File: src/design/temp_sense_pkg.sv
// Constants, register map and states for the temperature sensor control block
package temp_sense_pkg;

  // Clock and timing
  localparam int unsigned CLK_FREQ_HZ = 20_000_000;
  localparam int unsigned HZ_PER_MHZ = 1_000_000;
  localparam int unsigned COMMIT_TIME_US = 6000;
  localparam int unsigned COMMIT_CYCLES = COMMIT_TIME_US * (CLK_FREQ_HZ / HZ_PER_MHZ);
  localparam int unsigned TICKS_PER_SECOND = CLK_FREQ_HZ;

  // Bus geometry
  localparam int unsigned ADDR_W = 16;
  localparam int unsigned DATA_W = 32;

  // Register indices; byte address is four times the index
  localparam logic [15:0] IDX_REF_HIGH = 16'h230A;
  localparam logic [15:0] IDX_REF_LOW = 16'h230B;
  localparam logic [15:0] IDX_RESULT_HIGH = 16'h2881;
  localparam logic [15:0] IDX_RESULT_LOW = 16'h2882;
  localparam logic [15:0] IDX_CTRL = 16'h28A0;
  localparam logic [15:0] IDX_ONESHOT = 16'h28B4;
  localparam logic [15:0] ADDR_REF_HIGH = 16'(IDX_REF_HIGH * 4);
  localparam logic [15:0] ADDR_REF_LOW = 16'(IDX_REF_LOW * 4);
  localparam logic [15:0] ADDR_RESULT_HIGH = 16'(IDX_RESULT_HIGH * 4);
  localparam logic [15:0] ADDR_RESULT_LOW = 16'(IDX_RESULT_LOW * 4);
  localparam logic [15:0] ADDR_CTRL = 16'(IDX_CTRL * 4);
  localparam logic [15:0] ADDR_ONESHOT = 16'(IDX_ONESHOT * 4);

  // Result and reference layout
  localparam int unsigned RESULT_W = 11;
  localparam int unsigned RESULT_LOW_W = 3;
  localparam int unsigned RESULT_LOW_LSB = 5;
  localparam int unsigned REF_HIGH_W = 3;
  localparam logic [10:0] RESULT_RESET = 11'h000;
  localparam logic [10:0] REF_RESET = 11'h000;

  // Control byte fields
  localparam int unsigned PER_W = 3;
  localparam int unsigned PER_LSB = 0;
  localparam int unsigned PENDING_BIT = 3;
  localparam int unsigned BAT_BIT = 4;
  localparam int unsigned BSEL_BIT = 7;
  localparam int unsigned ONESHOT_BIT = 6;
  localparam logic [2:0] PER_OFF = 3'h0;
  localparam logic [2:0] PER_CONTINUOUS = 3'h7;
  localparam logic [2:0] PER_RESET = 3'h0;
  localparam int unsigned PER_BASE_EXP = 3;
  localparam int unsigned SEC_W = 10;

  // Measurement sequencer states
  typedef enum logic [2:0] {
    ST_IDLE = 3'b001,
    ST_START = 3'b010,
    ST_WAIT = 3'b100
  } meas_state_t;

endpackage

File: src/design/temp_sense_ctrl.sv
// Temperature sensor control and readout registers behind an APB slave
//
// What this block does
// - Result readable: bits 10..3 in one byte, bits 2..0 in bits 7..5 of next.
// - Result is an eleven-bit word everywhere it is used.
// - Read-only room-temperature reference, three high bits and eight low bits.
// - While a control-byte write commits, pending flag is one and control writes ignored.
// - With battery enable set, battery is measured with every temperature reading.
// - Battery select: one picks main battery, zero picks clock battery.
// - Three-bit period field runs automatic measurements; zero disables them.
// - With period zero, software may set one-shot bit for a single measurement.
// - Hardware clears the one-shot bit when that measurement has finished.
module temp_sense_ctrl #(
  parameter int unsigned COMMIT_LEN = temp_sense_pkg::COMMIT_CYCLES,
  parameter int unsigned SECOND_LEN = temp_sense_pkg::TICKS_PER_SECOND
) (
  // Clock and reset
  input wire logic pclk,
  input wire logic presetn,
  // APB slave
  input wire logic psel,
  input wire logic penable,
  input wire logic pwrite,
  input wire logic [temp_sense_pkg::ADDR_W-1:0] paddr,
  input wire logic [temp_sense_pkg::DATA_W-1:0] pwdata,
  output logic [temp_sense_pkg::DATA_W-1:0] prdata,
  output logic pready,
  output logic pslverr,
  // Analog sensor front end
  output logic meas_start,
  output logic meas_battery,
  output logic battery_select,
  input wire logic sensor_done,
  input wire logic [temp_sense_pkg::RESULT_W-1:0] sensor_reading,
  // Stored trim value for 22 C
  input wire logic [temp_sense_pkg::RESULT_W-1:0] room_ref_in
);
  import temp_sense_pkg::*;

  localparam int unsigned COMMIT_W = $clog2(COMMIT_LEN + 1);
  localparam int unsigned TICK_W = $clog2(SECOND_LEN + 1);
  localparam logic [COMMIT_W-1:0] COMMIT_LAST = COMMIT_W'(COMMIT_LEN - 1);
  localparam logic [TICK_W-1:0] TICK_LAST = TICK_W'(SECOND_LEN - 1);

  // Register state
  logic [PER_W-1:0] period_q;
  logic bat_en_q;
  logic bsel_q;
  logic [PER_W-1:0] stage_period_q;
  logic stage_bat_q;
  logic stage_bsel_q;
  logic pending_q;
  logic [COMMIT_W-1:0] commit_cnt_q;
  logic oneshot_q;
  logic [RESULT_W-1:0] result_q;
  logic [RESULT_W-1:0] ref_meta_q;
  logic [RESULT_W-1:0] ref_q;
  logic [RESULT_W-1:0] reading_meta_q;
  logic [RESULT_W-1:0] reading_sync_q;
  logic [DATA_W-1:0] prdata_q;
  // Sequencer and timers
  meas_state_t state_q;
  meas_state_t state_d;
  logic start_q;
  logic meas_bat_q;
  logic done_meta_q;
  logic done_sync_q;
  logic done_prev_q;
  logic [TICK_W-1:0] tick_cnt_q;
  logic [SEC_W-1:0] sec_cnt_q;
  logic due_q;

  // Address decode
  wire logic hit_ref_high = (paddr == ADDR_REF_HIGH);
  wire logic hit_ref_low = (paddr == ADDR_REF_LOW);
  wire logic hit_res_high = (paddr == ADDR_RESULT_HIGH);
  wire logic hit_res_low = (paddr == ADDR_RESULT_LOW);
  wire logic hit_ctrl = (paddr == ADDR_CTRL);
  wire logic hit_oneshot = (paddr == ADDR_ONESHOT);
  wire logic addr_hit = hit_ref_high | hit_ref_low | hit_res_high | hit_res_low |
                        hit_ctrl | hit_oneshot;
  wire logic access = psel & penable;
  wire logic wr_ok = access & pwrite & addr_hit;
  wire logic rd_setup = psel & ~penable & ~pwrite;

  // Write strobes; control writes during a commit are dropped
  wire logic wr_ctrl = wr_ok & hit_ctrl & ~pending_q;
  wire logic wr_ctrl_locked = wr_ok & hit_ctrl & pending_q;
  wire logic wr_oneshot_set = wr_ok & hit_oneshot & pwdata[ONESHOT_BIT] &
                              (period_q == PER_OFF);
  wire logic commit_end = pending_q & (commit_cnt_q == '0);

  // Sequencer events
  wire logic done_pulse = done_sync_q & ~done_prev_q;
  wire logic meas_done = (state_q == ST_WAIT) & done_pulse;
  wire logic auto_on = (period_q != PER_OFF);
  wire logic cont_mode = (period_q == PER_CONTINUOUS);
  wire logic launch = (state_q == ST_IDLE) & (oneshot_q | (due_q & auto_on) | cont_mode);
  wire logic sec_tick = (tick_cnt_q == TICK_LAST);
  // Seconds between automatic runs for periods one to six: two to the power (3 + period)
  wire logic [SEC_W-1:0] period_secs = SEC_W'(1) << (PER_BASE_EXP + 32'(period_q));
  wire logic period_hit = auto_on & ~cont_mode & sec_tick & (sec_cnt_q + 1'b1 >= period_secs);

  // Read data assembly
  wire logic [7:0] ctrl_byte = {bsel_q, 2'b00, bat_en_q, pending_q, period_q};
  wire logic [7:0] res_low_byte = {result_q[RESULT_LOW_W-1:0], 5'b00000};
  wire logic [DATA_W-1:0] rd_mux =
      hit_ref_high ? DATA_W'(ref_q[RESULT_W-1:RESULT_W-REF_HIGH_W]) :
      hit_ref_low ? DATA_W'(ref_q[7:0]) :
      hit_res_high ? DATA_W'(result_q[RESULT_W-1:RESULT_LOW_W]) :
      hit_res_low ? DATA_W'(res_low_byte) :
      hit_ctrl ? DATA_W'(ctrl_byte) :
      hit_oneshot ? DATA_W'({oneshot_q, 6'b000000}) : '0;

  // Zero-wait slave; read data is captured in the setup cycle
  assign pready = 1'b1;
  assign pslverr = access & ~addr_hit;
  assign prdata = prdata_q;
  assign meas_start = start_q;
  assign meas_battery = meas_bat_q;
  assign battery_select = bsel_q;

  // Read data register
  always_ff @(posedge pclk or negedge presetn) begin
    if (!presetn) begin
      prdata_q <= '0;
    end else if (rd_setup) begin
      prdata_q <= rd_mux;
    end
  end

  // Staging of a control-byte write
  always_ff @(posedge pclk or negedge presetn) begin
    if (!presetn) begin
      stage_period_q <= PER_RESET;
      stage_bat_q <= 1'b0;
      stage_bsel_q <= 1'b0;
    end else if (wr_ctrl) begin
      stage_period_q <= pwdata[PER_LSB +: PER_W];
      stage_bat_q <= pwdata[BAT_BIT];
      stage_bsel_q <= pwdata[BSEL_BIT];
    end
  end

  // Commit timer; the slow write keeps the pending flag high
  always_ff @(posedge pclk or negedge presetn) begin
    if (!presetn) begin
      pending_q <= 1'b0;
      commit_cnt_q <= '0;
    end else if (wr_ctrl) begin
      pending_q <= 1'b1;
      commit_cnt_q <= COMMIT_LAST;
    end else if (commit_end) begin
      pending_q <= 1'b0;
    end else if (pending_q) begin
      commit_cnt_q <= commit_cnt_q - 1'b1;
    end
  end

  // Committed control fields only change when the commit finishes
  always_ff @(posedge pclk or negedge presetn) begin
    if (!presetn) begin
      period_q <= PER_RESET;
      bat_en_q <= 1'b0;
      bsel_q <= 1'b0;
    end else if (commit_end) begin
      period_q <= stage_period_q;
      bat_en_q <= stage_bat_q;
      bsel_q <= stage_bsel_q;
    end
  end

  // One-shot request; a new set wins over the clear
  always_ff @(posedge pclk or negedge presetn) begin
    if (!presetn) begin
      oneshot_q <= 1'b0;
    end else if (wr_oneshot_set) begin
      oneshot_q <= 1'b1;
    end else if (meas_done) begin
      oneshot_q <= 1'b0;
    end
  end

  // Seconds base for automatic runs
  always_ff @(posedge pclk or negedge presetn) begin
    if (!presetn) begin
      tick_cnt_q <= '0;
    end else if (sec_tick) begin
      tick_cnt_q <= '0;
    end else begin
      tick_cnt_q <= tick_cnt_q + 1'b1;
    end
  end

  // Period counter; cleared and held at zero while automatic updates are off
  always_ff @(posedge pclk or negedge presetn) begin
    if (!presetn) begin
      sec_cnt_q <= '0;
      due_q <= 1'b0;
    end else begin
      if (!auto_on || period_hit) begin
        sec_cnt_q <= '0;
      end else if (sec_tick) begin
        sec_cnt_q <= sec_cnt_q + 1'b1;
      end
      if (period_hit) begin
        due_q <= 1'b1;
      end else if (launch || !auto_on) begin
        due_q <= 1'b0;
      end
    end
  end

  // Done strobe from the analog side crosses two flops first
  always_ff @(posedge pclk or negedge presetn) begin
    if (!presetn) begin
      done_meta_q <= 1'b0;
      done_sync_q <= 1'b0;
      done_prev_q <= 1'b0;
    end else begin
      done_meta_q <= sensor_done;
      done_sync_q <= done_meta_q;
      done_prev_q <= done_sync_q;
    end
  end

  // Reading bus crosses two flops too; it settles before done rises, so both agree
  always_ff @(posedge pclk or negedge presetn) begin
    if (!presetn) begin
      reading_meta_q <= RESULT_RESET;
      reading_sync_q <= RESULT_RESET;
    end else begin
      reading_meta_q <= sensor_reading;
      reading_sync_q <= reading_meta_q;
    end
  end

  // Trim value is quasi-static, but still passes two flops
  always_ff @(posedge pclk or negedge presetn) begin
    if (!presetn) begin
      ref_meta_q <= REF_RESET;
      ref_q <= REF_RESET;
    end else begin
      ref_meta_q <= room_ref_in;
      ref_q <= ref_meta_q;
    end
  end

  // Whole word captured at once so the two bytes never mix
  always_ff @(posedge pclk or negedge presetn) begin
    if (!presetn) begin
      result_q <= RESULT_RESET;
    end else if (meas_done) begin
      result_q <= reading_sync_q;
    end
  end

  // Sequencer next state
  always_comb begin
    state_d = state_q;
    unique case (state_q)
      ST_IDLE: begin
        if (launch) begin
          state_d = ST_START;
        end
      end
      ST_START: begin
        state_d = ST_WAIT;
      end
      ST_WAIT: begin
        if (done_pulse) begin
          state_d = ST_IDLE;
        end
      end
      default: begin
        state_d = ST_IDLE;
      end
    endcase
  end

  // Sequencer registers; battery request rides with the start pulse
  always_ff @(posedge pclk or negedge presetn) begin
    if (!presetn) begin
      state_q <= ST_IDLE;
      start_q <= 1'b0;
      meas_bat_q <= 1'b0;
    end else begin
      state_q <= state_d;
      start_q <= launch;
      meas_bat_q <= launch & bat_en_q;
    end
  end

  // Locked-out writes leave the staged byte untouched
  AST_LOCKED_WRITE: assert property (@(posedge pclk) disable iff (!presetn)
    wr_ctrl_locked |=> $stable(stage_period_q) && $stable(stage_bat_q) &&
      $stable(stage_bsel_q) && (pending_q || $past(commit_end)))
    else $error("control byte changed during commit");

  // A free write raises the flag and holds it for at least the first eight cycles of the commit
  AST_PENDING_HOLD: assert property (@(posedge pclk) disable iff (!presetn)
    wr_ctrl |=> pending_q [*8])
    else $error("pending flag dropped early");

  // Battery request tracks the enable at every start
  AST_BAT_WITH_START: assert property (@(posedge pclk) disable iff (!presetn)
    launch |=> meas_start && (meas_battery == $past(bat_en_q)))
    else $error("battery request wrong at start");

  // Battery select follows the staged value at commit end
  AST_BSEL_COMMIT: assert property (@(posedge pclk) disable iff (!presetn)
    commit_end |=> battery_select == $past(stage_bsel_q))
    else $error("battery select not committed");

  // Period zero and no one-shot: no measurement starts
  AST_PERIOD_OFF: assert property (@(posedge pclk) disable iff (!presetn)
    (period_q == PER_OFF) && !oneshot_q && (state_q == ST_IDLE) |=> !meas_start)
    else $error("automatic run while disabled");

  // One-shot set only while the period is zero
  AST_ONESHOT_GATED: assert property (@(posedge pclk) disable iff (!presetn)
    $rose(oneshot_q) |-> $past(period_q) == PER_OFF)
    else $error("one-shot accepted with period set");

  // One-shot clears as its measurement ends
  AST_ONESHOT_CLEAR: assert property (@(posedge pclk) disable iff (!presetn)
    meas_done && !wr_oneshot_set |=> !oneshot_q)
    else $error("one-shot not cleared");

  // Result only moves on completion, holding in every other cycle
  AST_RESULT_ATOMIC: assert property (@(posedge pclk) disable iff (!presetn)
    !meas_done |=> $stable(result_q))
    else $error("result changed without completion");

  // High result byte reads bits 10..3
  AST_READ_RESULT: assert property (@(posedge pclk) disable iff (!presetn)
    rd_setup && hit_res_high |=> prdata == DATA_W'($past(result_q[RESULT_W-1:RESULT_LOW_W])))
    else $error("result high byte wrong");

  // Reference low byte reads the stored value
  AST_READ_REF: assert property (@(posedge pclk) disable iff (!presetn)
    rd_setup && hit_ref_low |=> prdata == DATA_W'($past(ref_q[7:0])))
    else $error("reference low byte wrong");

endmodule

File: config.mk
export PLATFORM = sky130hd
export DESIGN_NAME = temp_sense_ctrl
export DESIGN_NICKNAME = d
export VERILOG_FILES = /design/src/design/temp_sense_pkg.sv /design/src/design/temp_sense_ctrl.sv
export SDC_FILE = /design/constraint.sdc
export NUM_CORES = 1
export LEC_CHECK = 0
export BUFFER_PORTS_ARGS = -buffer_cell sky130_fd_sc_hd__buf_2
export CAP_MARGIN = 20
export CORE_MARGIN = 5
export CORE_UTILIZATION = 35
export DETAILED_ROUTE_END_ITERATION = 8
export PLACE_DENSITY_LB_ADDON = 0.25
export SETUP_SLACK_MARGIN = 0.1
export SLEW_MARGIN = 20
export SYNTH_ARGS = -nofsm -noshare
export SYNTH_HDL_FRONTEND = slang
export SYNTH_SLANG_ARGS = --single-unit
File: constraint.sdc
create_clock -name pclk -period 3.55 [get_ports pclk]
set_clock_uncertainty 0.05 [all_clocks]
set_input_delay 0.355 -clock pclk [delete_from_list [all_inputs] [get_ports pclk]]
set_output_delay 0.355 -clock pclk [all_outputs]
set_load 0.02 [all_outputs]
==> impl_metrics.prom, run 1 <==
# TYPE chip_impl_metric gauge
chip_impl_metric{name="grt_start_max_net_pins",unit=""} 88
chip_impl_metric{name="grt_pass1_wl",unit="mm"} 21.2
chip_impl_metric{name="power.leakage",unit="nW"} 3.22
chip_impl_info{name="cp-end-kind",value="flop"} 1
chip_impl_metric{name="synth_edf_count",unit=""} 0
chip_impl_metric{name="floorplan.die.width",unit="um"} 142
chip_impl_metric{name="setup-violations-final",unit=""} 0
chip_impl_metric{name="worstRegToRegCells",unit=""} 10
chip_impl_metric{name="dpl.hpwl",unit="mm"} 8.72
chip_impl_metric{name="report.power.total",unit="mW"} 3.33
chip_impl_metric{name="wl_per_cell",unit="um"} 14.6
chip_impl_metric{name="drv_cap",unit=""} 0
chip_impl_metric{name="hold_viol_final",unit=""} 55
chip_impl_metric{name="drt_iter0_markers",unit=""} 180
chip_impl_metric{name="synth_cell_type_count",unit=""} 61
chip_impl_metric{name="count_of_antenna_violating_nets_left_after_detailed_routing",unit=""} 0
chip_impl_metric{name="ant_diodes",unit=""} 0
chip_impl_info{name="violations_in_the_final_reports",value="negative hold slack"} 1
chip_impl_metric{name="dieArea",unit="sq mm"} 0.0201
chip_impl_metric{name="clk_latency",unit="ps"} 410
chip_impl_metric{name="tightest_slew",unit="ps"} 823
chip_impl_metric{name="port_buffers",unit=""} 61
chip_impl_metric{name="worst-endpoint-arrival",unit="ps"} 3220
chip_impl_metric{name="worstPathRequired",unit="ps"} 3740
chip_impl_metric{name="final_period_minus_worst_setup_slack",unit="ps"} 3020
chip_impl_info{name="root_buffer",value="clkbuf_16"} 1
chip_impl_info{name="most_common_library_cell_in_the_layout_ignoring_fill_and_taps",value="dfrtp_1"} 1
chip_impl_metric{name="syn-mean-instance-area",unit="sq um"} 11.6
chip_impl_metric{name="postPlaceCellArea",unit="sq mm"} 0.00654
chip_impl_metric{name="post_cts.repair.setup_buffers",unit=""} 0
chip_impl_metric{name="first_global_vias",unit=""} 4245
chip_impl_info{name="worstSetupStartpointType",value="flop"} 1
chip_impl_metric{name="die-height",unit="um"} 142
chip_impl_metric{name="globalRoute.totalOverflow",unit=""} 0
chip_impl_metric{name="grt_usage",unit="%"} 13.0
chip_impl_metric{name="first_pass_iters",unit=""} 5
chip_impl_metric{name="synth_cells",unit=""} 526
chip_impl_metric{name="synthesis.yosys.warnings",unit=""} 0
chip_impl_metric{name="n_fill_cell",unit=""} 1625
chip_impl_metric{name="post_synth_instance_area",unit="sq mm"} 0.00609
chip_impl_metric{name="htree_num_levels",unit=""} 4
chip_impl_metric{name="detail_route.drc_violations",unit=""} 0
chip_impl_metric{name="syn2layout_area_growth",unit="%"} 20.2
chip_impl_metric{name="finalWeightedCongestion",unit=""} 0.815
chip_impl_metric{name="floorplan.core_area",unit="sq mm"} 0.0172
chip_impl_info{name="highest_count_cells_in_the_layout_ignoring_fill_and_taps",value="dfrtp_1 (135), buf_2 (60), nor2_1 (33)"} 1
chip_impl_metric{name="wirelength",unit="mm"} 12.5
chip_impl_metric{name="fin_setup_tns",unit="ps"} 0
chip_impl_metric{name="clockBufferDepth",unit=""} 2
chip_impl_metric{name="starting_density_of_the_core",unit="%"} 35.4
chip_impl_info{name="critical_path_class",value="flop to flop"} 1
chip_impl_metric{name="timing_max_transition_violations_final",unit=""} 0
chip_impl_metric{name="layout.cell_area.non_filler",unit="sq mm"} 0.00731
chip_impl_metric{name="post-route-period-util",unit="%"} 85.1
chip_impl_metric{name="initial_antenna_violation_count",unit=""} 0
chip_impl_info{name="min-delay-path-class",value="primary input to async pin"} 1
chip_impl_metric{name="max-slew-margin-rel",unit="%"} 44.8
chip_impl_metric{name="power_density_relative_to_cell_area",unit="mW/mm^2"} 455
chip_impl_metric{name="sequential_share_of_the_synthesized_area",unit="%"} 55.9
chip_impl_metric{name="whs",unit="ps"} -30.4
chip_impl_metric{name="vias",unit=""} 4180
chip_impl_metric{name="via_per_inst",unit=""} 4.91
chip_impl_metric{name="maxClockFrequency",unit="MHz"} 331
chip_impl_metric{name="ir_drop",unit="mV"} 0.322
chip_impl_metric{name="clk_transition_reported_paths",unit="ps"} 60
chip_impl_metric{name="clkSinkCount",unit=""} 136
chip_impl_info{name="synth_flop_cell",value="dfrtp_1"} 1
chip_impl_metric{name="ioPinCount",unit=""} 113
chip_impl_info{name="setup_repair_after_global_routing_missed_its_margin",value="no"} 1
chip_impl_metric{name="post_route_cells_drive_above_1_share",unit="%"} 20.6
chip_impl_metric{name="synth_async_sr_flop_share",unit="%"} 100
chip_impl_metric{name="final_net_count",unit=""} 701
chip_impl_metric{name="crit_path_max_fanout",unit=""} 10
chip_impl_metric{name="postSynthRegisterBits",unit=""} 136
chip_impl_metric{name="std_cell_rows",unit=""} 48
chip_impl_info{name="outcome",value="finished, violations left"} 1
chip_impl_metric{name="cts_made_buffers",unit=""} 17
chip_impl_info{name="cts_tree",value="yes"} 1
==> Yosys cell counts (10+ instances only) <==
cell      number  share of area [%]
nand4_1       14                1.4
mux2_2        21                3.9
a21oi_1       22                1.8
nor3_1        10               0.82
buf_4         25                3.1
clkbuf_1      12               0.74
ha_1          12                2.5
dfrtp_1      135                 56
nand2_1       26                1.6
xnor2_1       18                2.6
nand3_1       17                1.4
nor2_1        33                2.0
or3_1         11                1.1
o21ai_0       13                1.1
xor2_1        24                3.5
==> per-stage QoR <==
step	worst slack (ps)	instances	util, %
after floorplan	1060	550	-
after global placement	632	796	38.1
after detailed placement	552	796	38.1
after CTS	537	850	42.5
after global routing	219	851	42.6
final	527	851	42.6
==> critical path: stages (launching register included) <==
cell and delay (ps):
dfrtp_1 400, ha_1 220, and3_1 260, nand3_1 130, xnor2_1 160, ha_1 300, o2111ai_1 110, a21oi_1 150
o22ai_1 170, o31ai_2 690, a22oi_1 200
==> path summary, 6_finish.rpt <==
kind | slack, ps | endpoint | start
min | -30 | tick_cnt_q[5]$_DFF_PN0_ | presetn
min reg2reg | 300 | ref_q[9]$_DFF_PN0_ | ref_meta_q[9]$_DFF_PN0_
max | 530 | sec_cnt_q[3]$_DFFE_PN0P_ | sec_cnt_q[0]$_DFFE_PN0P_
max in group asynchronous | 2760 | reading_meta_q[6]$_DFF_PN0_ | presetn
max reg2reg | 530 | sec_cnt_q[3]$_DFFE_PN0P_ | sec_cnt_q[0]$_DFFE_PN0P_
min in group pclk | 130 | stage_period_q[2]$_DFFE_PN0P_ | pwdata[2]
==> flip-flops by register name (all words and copies together) (netlist names), 3 cells and up <==
signal and cells:
stage_period_q 3, sec_cnt_q 10, result_q 11, reading_meta_q 11, ref_q 11, prdata 8, tick_cnt_q 25, commit_cnt_q 17
ref_meta_q 11, period_q 3, reading_sync_q 11, state_q 3
==> layout make-up <==
| class | count | area, sq um | area share (%) |
|---|---|---|---|
| Clock buffer | 18 | 429 | 5.87 |
| Timing Repair Buffer | 87 | 577 | 7.89 |
| Multi-Input combinational cell | 362 | 2470 | 33.8 |
| Clock inverter | 14 | 116 | 1.59 |
| Inverter | 9 | 33.8 | 0.462 |
| Tap cell | 225 | 282 | 3.85 |
| Sequential cell | 136 | 3400 | 46.6 |
==> kinds of logic (layout without fill, tap and decap cells) <==
family | Yosys count | count (layout) | share of synthesized area [%]
AND/OR/NAND/NOR | 177 | 177 | 17.1
other | 2 | 26 | 0.123
AO/OA/AOI/OAI | 82 | 82 | 9.19
flip-flops | 136 | 136 | 55.9
multiplexers | 23 | 23 | 4.21
XOR/XNOR | 42 | 42 | 6.04
buffers and inverters | 52 | 128 | 4.93
adder cells (fa/ha/maj) | 12 | 12 | 2.47
==> power by group <==
group	leakage [nW]	internal (mW)	switching [mW]
clock network	0.262	0.909	0.694
logic	1.26	0.0491	0.0859
registers	1.69	1.58	0.0104
==> routing by layer <==
layer / global-route usage (%) / vias up / routed length [um] / share of wire [%]
li1: - / 2027 / - / -
met1: 17.9 / 2061 / 5860 / 47
met2: 20.1 / 86 / 5920 / 48
met3: 3.71 / 6 / 583 / 4.7
met4: 3.48 / 0 / 93 / 0.75
met5: 0 / - / 0 / 0
==> what timing repair did <==
| item | in CTS | in global routing |
|---|---|---|
| resized for setup | 0 | 0 |
| hold buffers | 22 | 1 |
| endpoints found under the hold margin | 22 | 1 |
Power figures use the tool's default switching activity.
==> inputs of run 2 (changes only) <==
--- a/config.mk
+++ b/config.mk
@@ -10,6 +10,7 @@
 export CORE_MARGIN = 5
 export CORE_UTILIZATION = 35
 export DETAILED_ROUTE_END_ITERATION = 8
+export MAX_ROUTING_LAYER = met4
 export PLACE_DENSITY_LB_ADDON = 0.25
 export SETUP_SLACK_MARGIN = 0.1
 export SLEW_MARGIN = 20
==> run 2 against run 1 <==
  * The run now ends clean
  * Fmax grew 3.1%
  * Critical path depth is the same
  * Global-route usage increased by 0.31 points
  * Die area unchanged
  * Sequential cell count did not move
  * Final cell count fell by 0.12%
  * Utilization is 0.46 points higher
  * First-iteration DRC count increased by 37%
  * Count of clock-buffer cells in the layout is 1 lower
  * Worst setup slack gained 91 ps
==> impl_metrics.prom, run 2 (same netlist as run 1, synthesis figures left out) <==
# TYPE chip_impl_metric gauge
chip_impl_metric{name="worstPathRequired",unit="ps"} 3760
chip_impl_metric{name="clockBufferDepth",unit=""} 2
chip_impl_info{name="cp-end-kind",value="flop"} 1
chip_impl_metric{name="fin_util",unit="%"} 43.0
chip_impl_metric{name="ioPinCount",unit=""} 113
chip_impl_metric{name="power.leakage",unit="nW"} 3.26
chip_impl_metric{name="layout.cell_area.non_filler",unit="sq mm"} 0.00739
chip_impl_metric{name="post_route_cells_drive_above_1_share",unit="%"} 20.5
chip_impl_metric{name="holdPathStages",unit=""} 2
chip_impl_metric{name="stage_delay_of_the_slowest_cell_on_the_critical_path",unit="ps"} 640
chip_impl_info{name="rr_endpoint",value="sec_cnt_q[3]$_DFFE_PN0P_"} 1
chip_impl_metric{name="hold_viol_final",unit=""} 0
chip_impl_metric{name="clkSinkCount",unit=""} 136
chip_impl_metric{name="post-route-period-util",unit="%"} 82.6
chip_impl_info{name="min-delay-path-class",value="primary input to flop"} 1
chip_impl_metric{name="initial_antenna_violation_count",unit=""} 0
chip_impl_metric{name="std_cell_rows",unit=""} 48
chip_impl_info{name="worstReg2RegStart",value="sec_cnt_q[0]$_DFFE_PN0P_"} 1
chip_impl_metric{name="drv_cap",unit=""} 0
chip_impl_metric{name="postPlaceCellArea",unit="sq mm"} 0.00653
chip_impl_metric{name="fin_setup_tns",unit="ps"} 0
chip_impl_info{name="largest_register",value="tick_cnt_q"} 1
chip_impl_metric{name="floorplan.die.width",unit="um"} 142
chip_impl_metric{name="pre_cts_slack",unit="ps"} 572
chip_impl_metric{name="grt_usage",unit="%"} 13.3
chip_impl_metric{name="first_global_vias",unit=""} 4215
chip_impl_metric{name="power_density_relative_to_cell_area",unit="mW/mm^2"} 486
chip_impl_metric{name="first_pass_iters",unit=""} 5
chip_impl_info{name="critical_path_class",value="flop to flop"} 1
chip_impl_info{name="timing.hold.worst.start",value="pwdata[2]"} 1
chip_impl_info{name="globalRoute.busiestLayer",value="met2"} 1
chip_impl_metric{name="largest_register_ffs",unit=""} 25
chip_impl_info{name="setup_repair_after_global_routing_missed_its_margin",value="no"} 1
chip_impl_metric{name="final_net_count",unit=""} 701
chip_impl_metric{name="cts_made_buffers",unit=""} 17
chip_impl_metric{name="starting_density_of_the_core",unit="%"} 35.4
chip_impl_metric{name="n_fill_cell",unit=""} 1621
chip_impl_metric{name="via_per_inst",unit=""} 4.94
chip_impl_metric{name="detail_route.drc_violations",unit=""} 0
chip_impl_metric{name="htree_num_levels",unit=""} 4
chip_impl_metric{name="drt_iter0_markers",unit=""} 247
chip_impl_metric{name="ir_drop",unit="mV"} 0.343
chip_impl_info{name="root_buffer",value="clkbuf_16"} 1
chip_impl_metric{name="grt_start_max_net_pins",unit=""} 76
chip_impl_info{name="critical-path-top-cell-by-count",value="ha_1"} 1
chip_impl_metric{name="wl_per_cell",unit="um"} 14.6
chip_impl_metric{name="max-slew-margin-rel",unit="%"} 38.3
chip_impl_metric{name="worst_slack",unit="ps"} 618
chip_impl_metric{name="floorplan.core_area",unit="sq mm"} 0.0172
chip_impl_metric{name="finalWeightedCongestion",unit=""} 0.828
chip_impl_metric{name="syn2layout_area_growth",unit="%"} 21.5
chip_impl_metric{name="grtUsageMet1",unit="%"} 17.5
chip_impl_metric{name="worst-endpoint-arrival",unit="ps"} 3140
chip_impl_metric{name="final_period_minus_worst_setup_slack",unit="ps"} 2930
chip_impl_metric{name="whs",unit="ps"} 120
chip_impl_metric{name="final-instance-count-excl-fill",unit=""} 850
chip_impl_info{name="path_cells",value="ha_1 > and3_1 > nand3_1 > xnor2_1 > ha_1 > o2111ai_1 > a21oi_1 > o22ai_1 > o31ai_2 > a22oi_1"} 1
chip_impl_metric{name="grt_util_met2",unit="%"} 19.9
chip_impl_info{name="outcome",value="completed"} 1
chip_impl_metric{name="clk_transition_reported_paths",unit="ps"} 60
chip_impl_metric{name="global_route.usage.met3",unit="%"} 3.34
chip_impl_metric{name="vias",unit=""} 4197
chip_impl_metric{name="maxClockFrequency",unit="MHz"} 341
chip_impl_metric{name="timing_max_transition_violations_final",unit=""} 0
chip_impl_metric{name="worstRegToRegCells",unit=""} 10
chip_impl_metric{name="crit_path_max_fanout",unit=""} 10
chip_impl_info{name="highest_count_cells_in_the_layout_ignoring_fill_and_taps",value="dfrtp_1 (135), buf_2 (60), nor2_1 (33)"} 1
chip_impl_metric{name="ant_diodes",unit=""} 0
chip_impl_metric{name="die-height",unit="um"} 142
chip_impl_metric{name="port_buffers",unit=""} 61
chip_impl_info{name="cp_slowest_cell",value="o31ai_2"} 1
chip_impl_metric{name="tightest_slew",unit="ps"} 912
chip_impl_metric{name="setup-violations-final",unit=""} 0
chip_impl_metric{name="clk_latency",unit="ps"} 420
chip_impl_metric{name="grt_pass1_wl",unit="mm"} 20.9
chip_impl_metric{name="dieArea",unit="sq mm"} 0.0201
chip_impl_info{name="holdPathEnd",value="stage_period_q[2]$_DFFE_PN0P_"} 1
chip_impl_metric{name="report.power.total",unit="mW"} 3.59
chip_impl_info{name="most_common_library_cell_in_the_layout_ignoring_fill_and_taps",value="dfrtp_1"} 1
chip_impl_metric{name="wirelength",unit="mm"} 12.4
chip_impl_metric{name="globalRoute.totalOverflow",unit=""} 0
chip_impl_metric{name="count_of_antenna_violating_nets_left_after_detailed_routing",unit=""} 0
chip_impl_metric{name="r2r_slack",unit="ps"} 620
chip_impl_info{name="layout_top_registers",value="tick_cnt_q x25, commit_cnt_q x17"} 1
chip_impl_metric{name="numPlacedInstances",unit=""} 795
chip_impl_info{name="cts_tree",value="yes"} 1
chip_impl_info{name="worstSetupStartpointType",value="flop"} 1
chip_impl_metric{name="dpl.hpwl",unit="mm"} 8.75
==> run 2: where the power goes <==
part           switching, mW  internal [mW]  leakage (nW)
Sequential            0.0102           1.58          1.69
Combinational         0.0865         0.0497          1.26
Clock                  0.686           1.18         0.302
==> run 2: routing by layer <==
layer  vias up  wire length (um)
met5         -                 0
met4         0               195
met3        14               585
met2        95              5940
met1      2060              5730
li1       2028                 -
==> run 2: repair_timing <==
| action | 4_1_cts | 5_1_grt |
|---|---|---|
| setup endpoints to repair | 0 | 0 |
| hold buffers | 24 | 0 |
| endpoints found under the hold margin | 97 | 0 |
| gates resized for setup | 0 | 0 |
| buffers inserted | 0 | 0 |
==> run 2: worst max path at each step <==
stage,from,end,slack (ps)
after CTS,sec_cnt_q[0]$_DFFE_PN0P_,sec_cnt_q[3]$_DFFE_PN0P_,550
after detailed placement,sec_cnt_q[0]$_DFFE_PN0P_,sec_cnt_q[3]$_DFFE_PN0P_,570
after global placement,sec_cnt_q[0]$_DFFE_PN0P_,sec_cnt_q[3]$_DFFE_PN0P_,650
final,sec_cnt_q[0]$_DFFE_PN0P_,sec_cnt_q[3]$_DFFE_PN0P_,620
after global routing,sec_cnt_q[0]$_DFFE_PN0P_,sec_cnt_q[3]$_DFFE_PN0P_,350
after floorplan,sec_cnt_q[0]$_DFFE_PN0P_,sec_cnt_q[3]$_DFFE_PN0P_,1060
==> run 2: layout make-up <==
cell class	count	area [sq um]	share of cell area [%]
Inverter	9	33.8	0.457
Clock inverter	14	196	2.66
Timing Repair Buffer	87	579	7.84
Tap cell	225	282	3.81
Sequential cell	136	3400	46.1
Multi-Input combinational cell	362	2470	33.4
Clock buffer	17	425	5.75
==> run 2: worst max-delay path: cells and delay by family, from the launching register on <==
| kind | cells | cell delay, ps |
|---|---|---|
| AO/OA/AOI/OAI | 5 | 1250 |
| XOR/XNOR | 1 | 160 |
| adder cells (fa/ha/maj) | 2 | 520 |
| flip-flops | 1 | 410 |
| AND/OR/NAND/NOR | 2 | 380 |
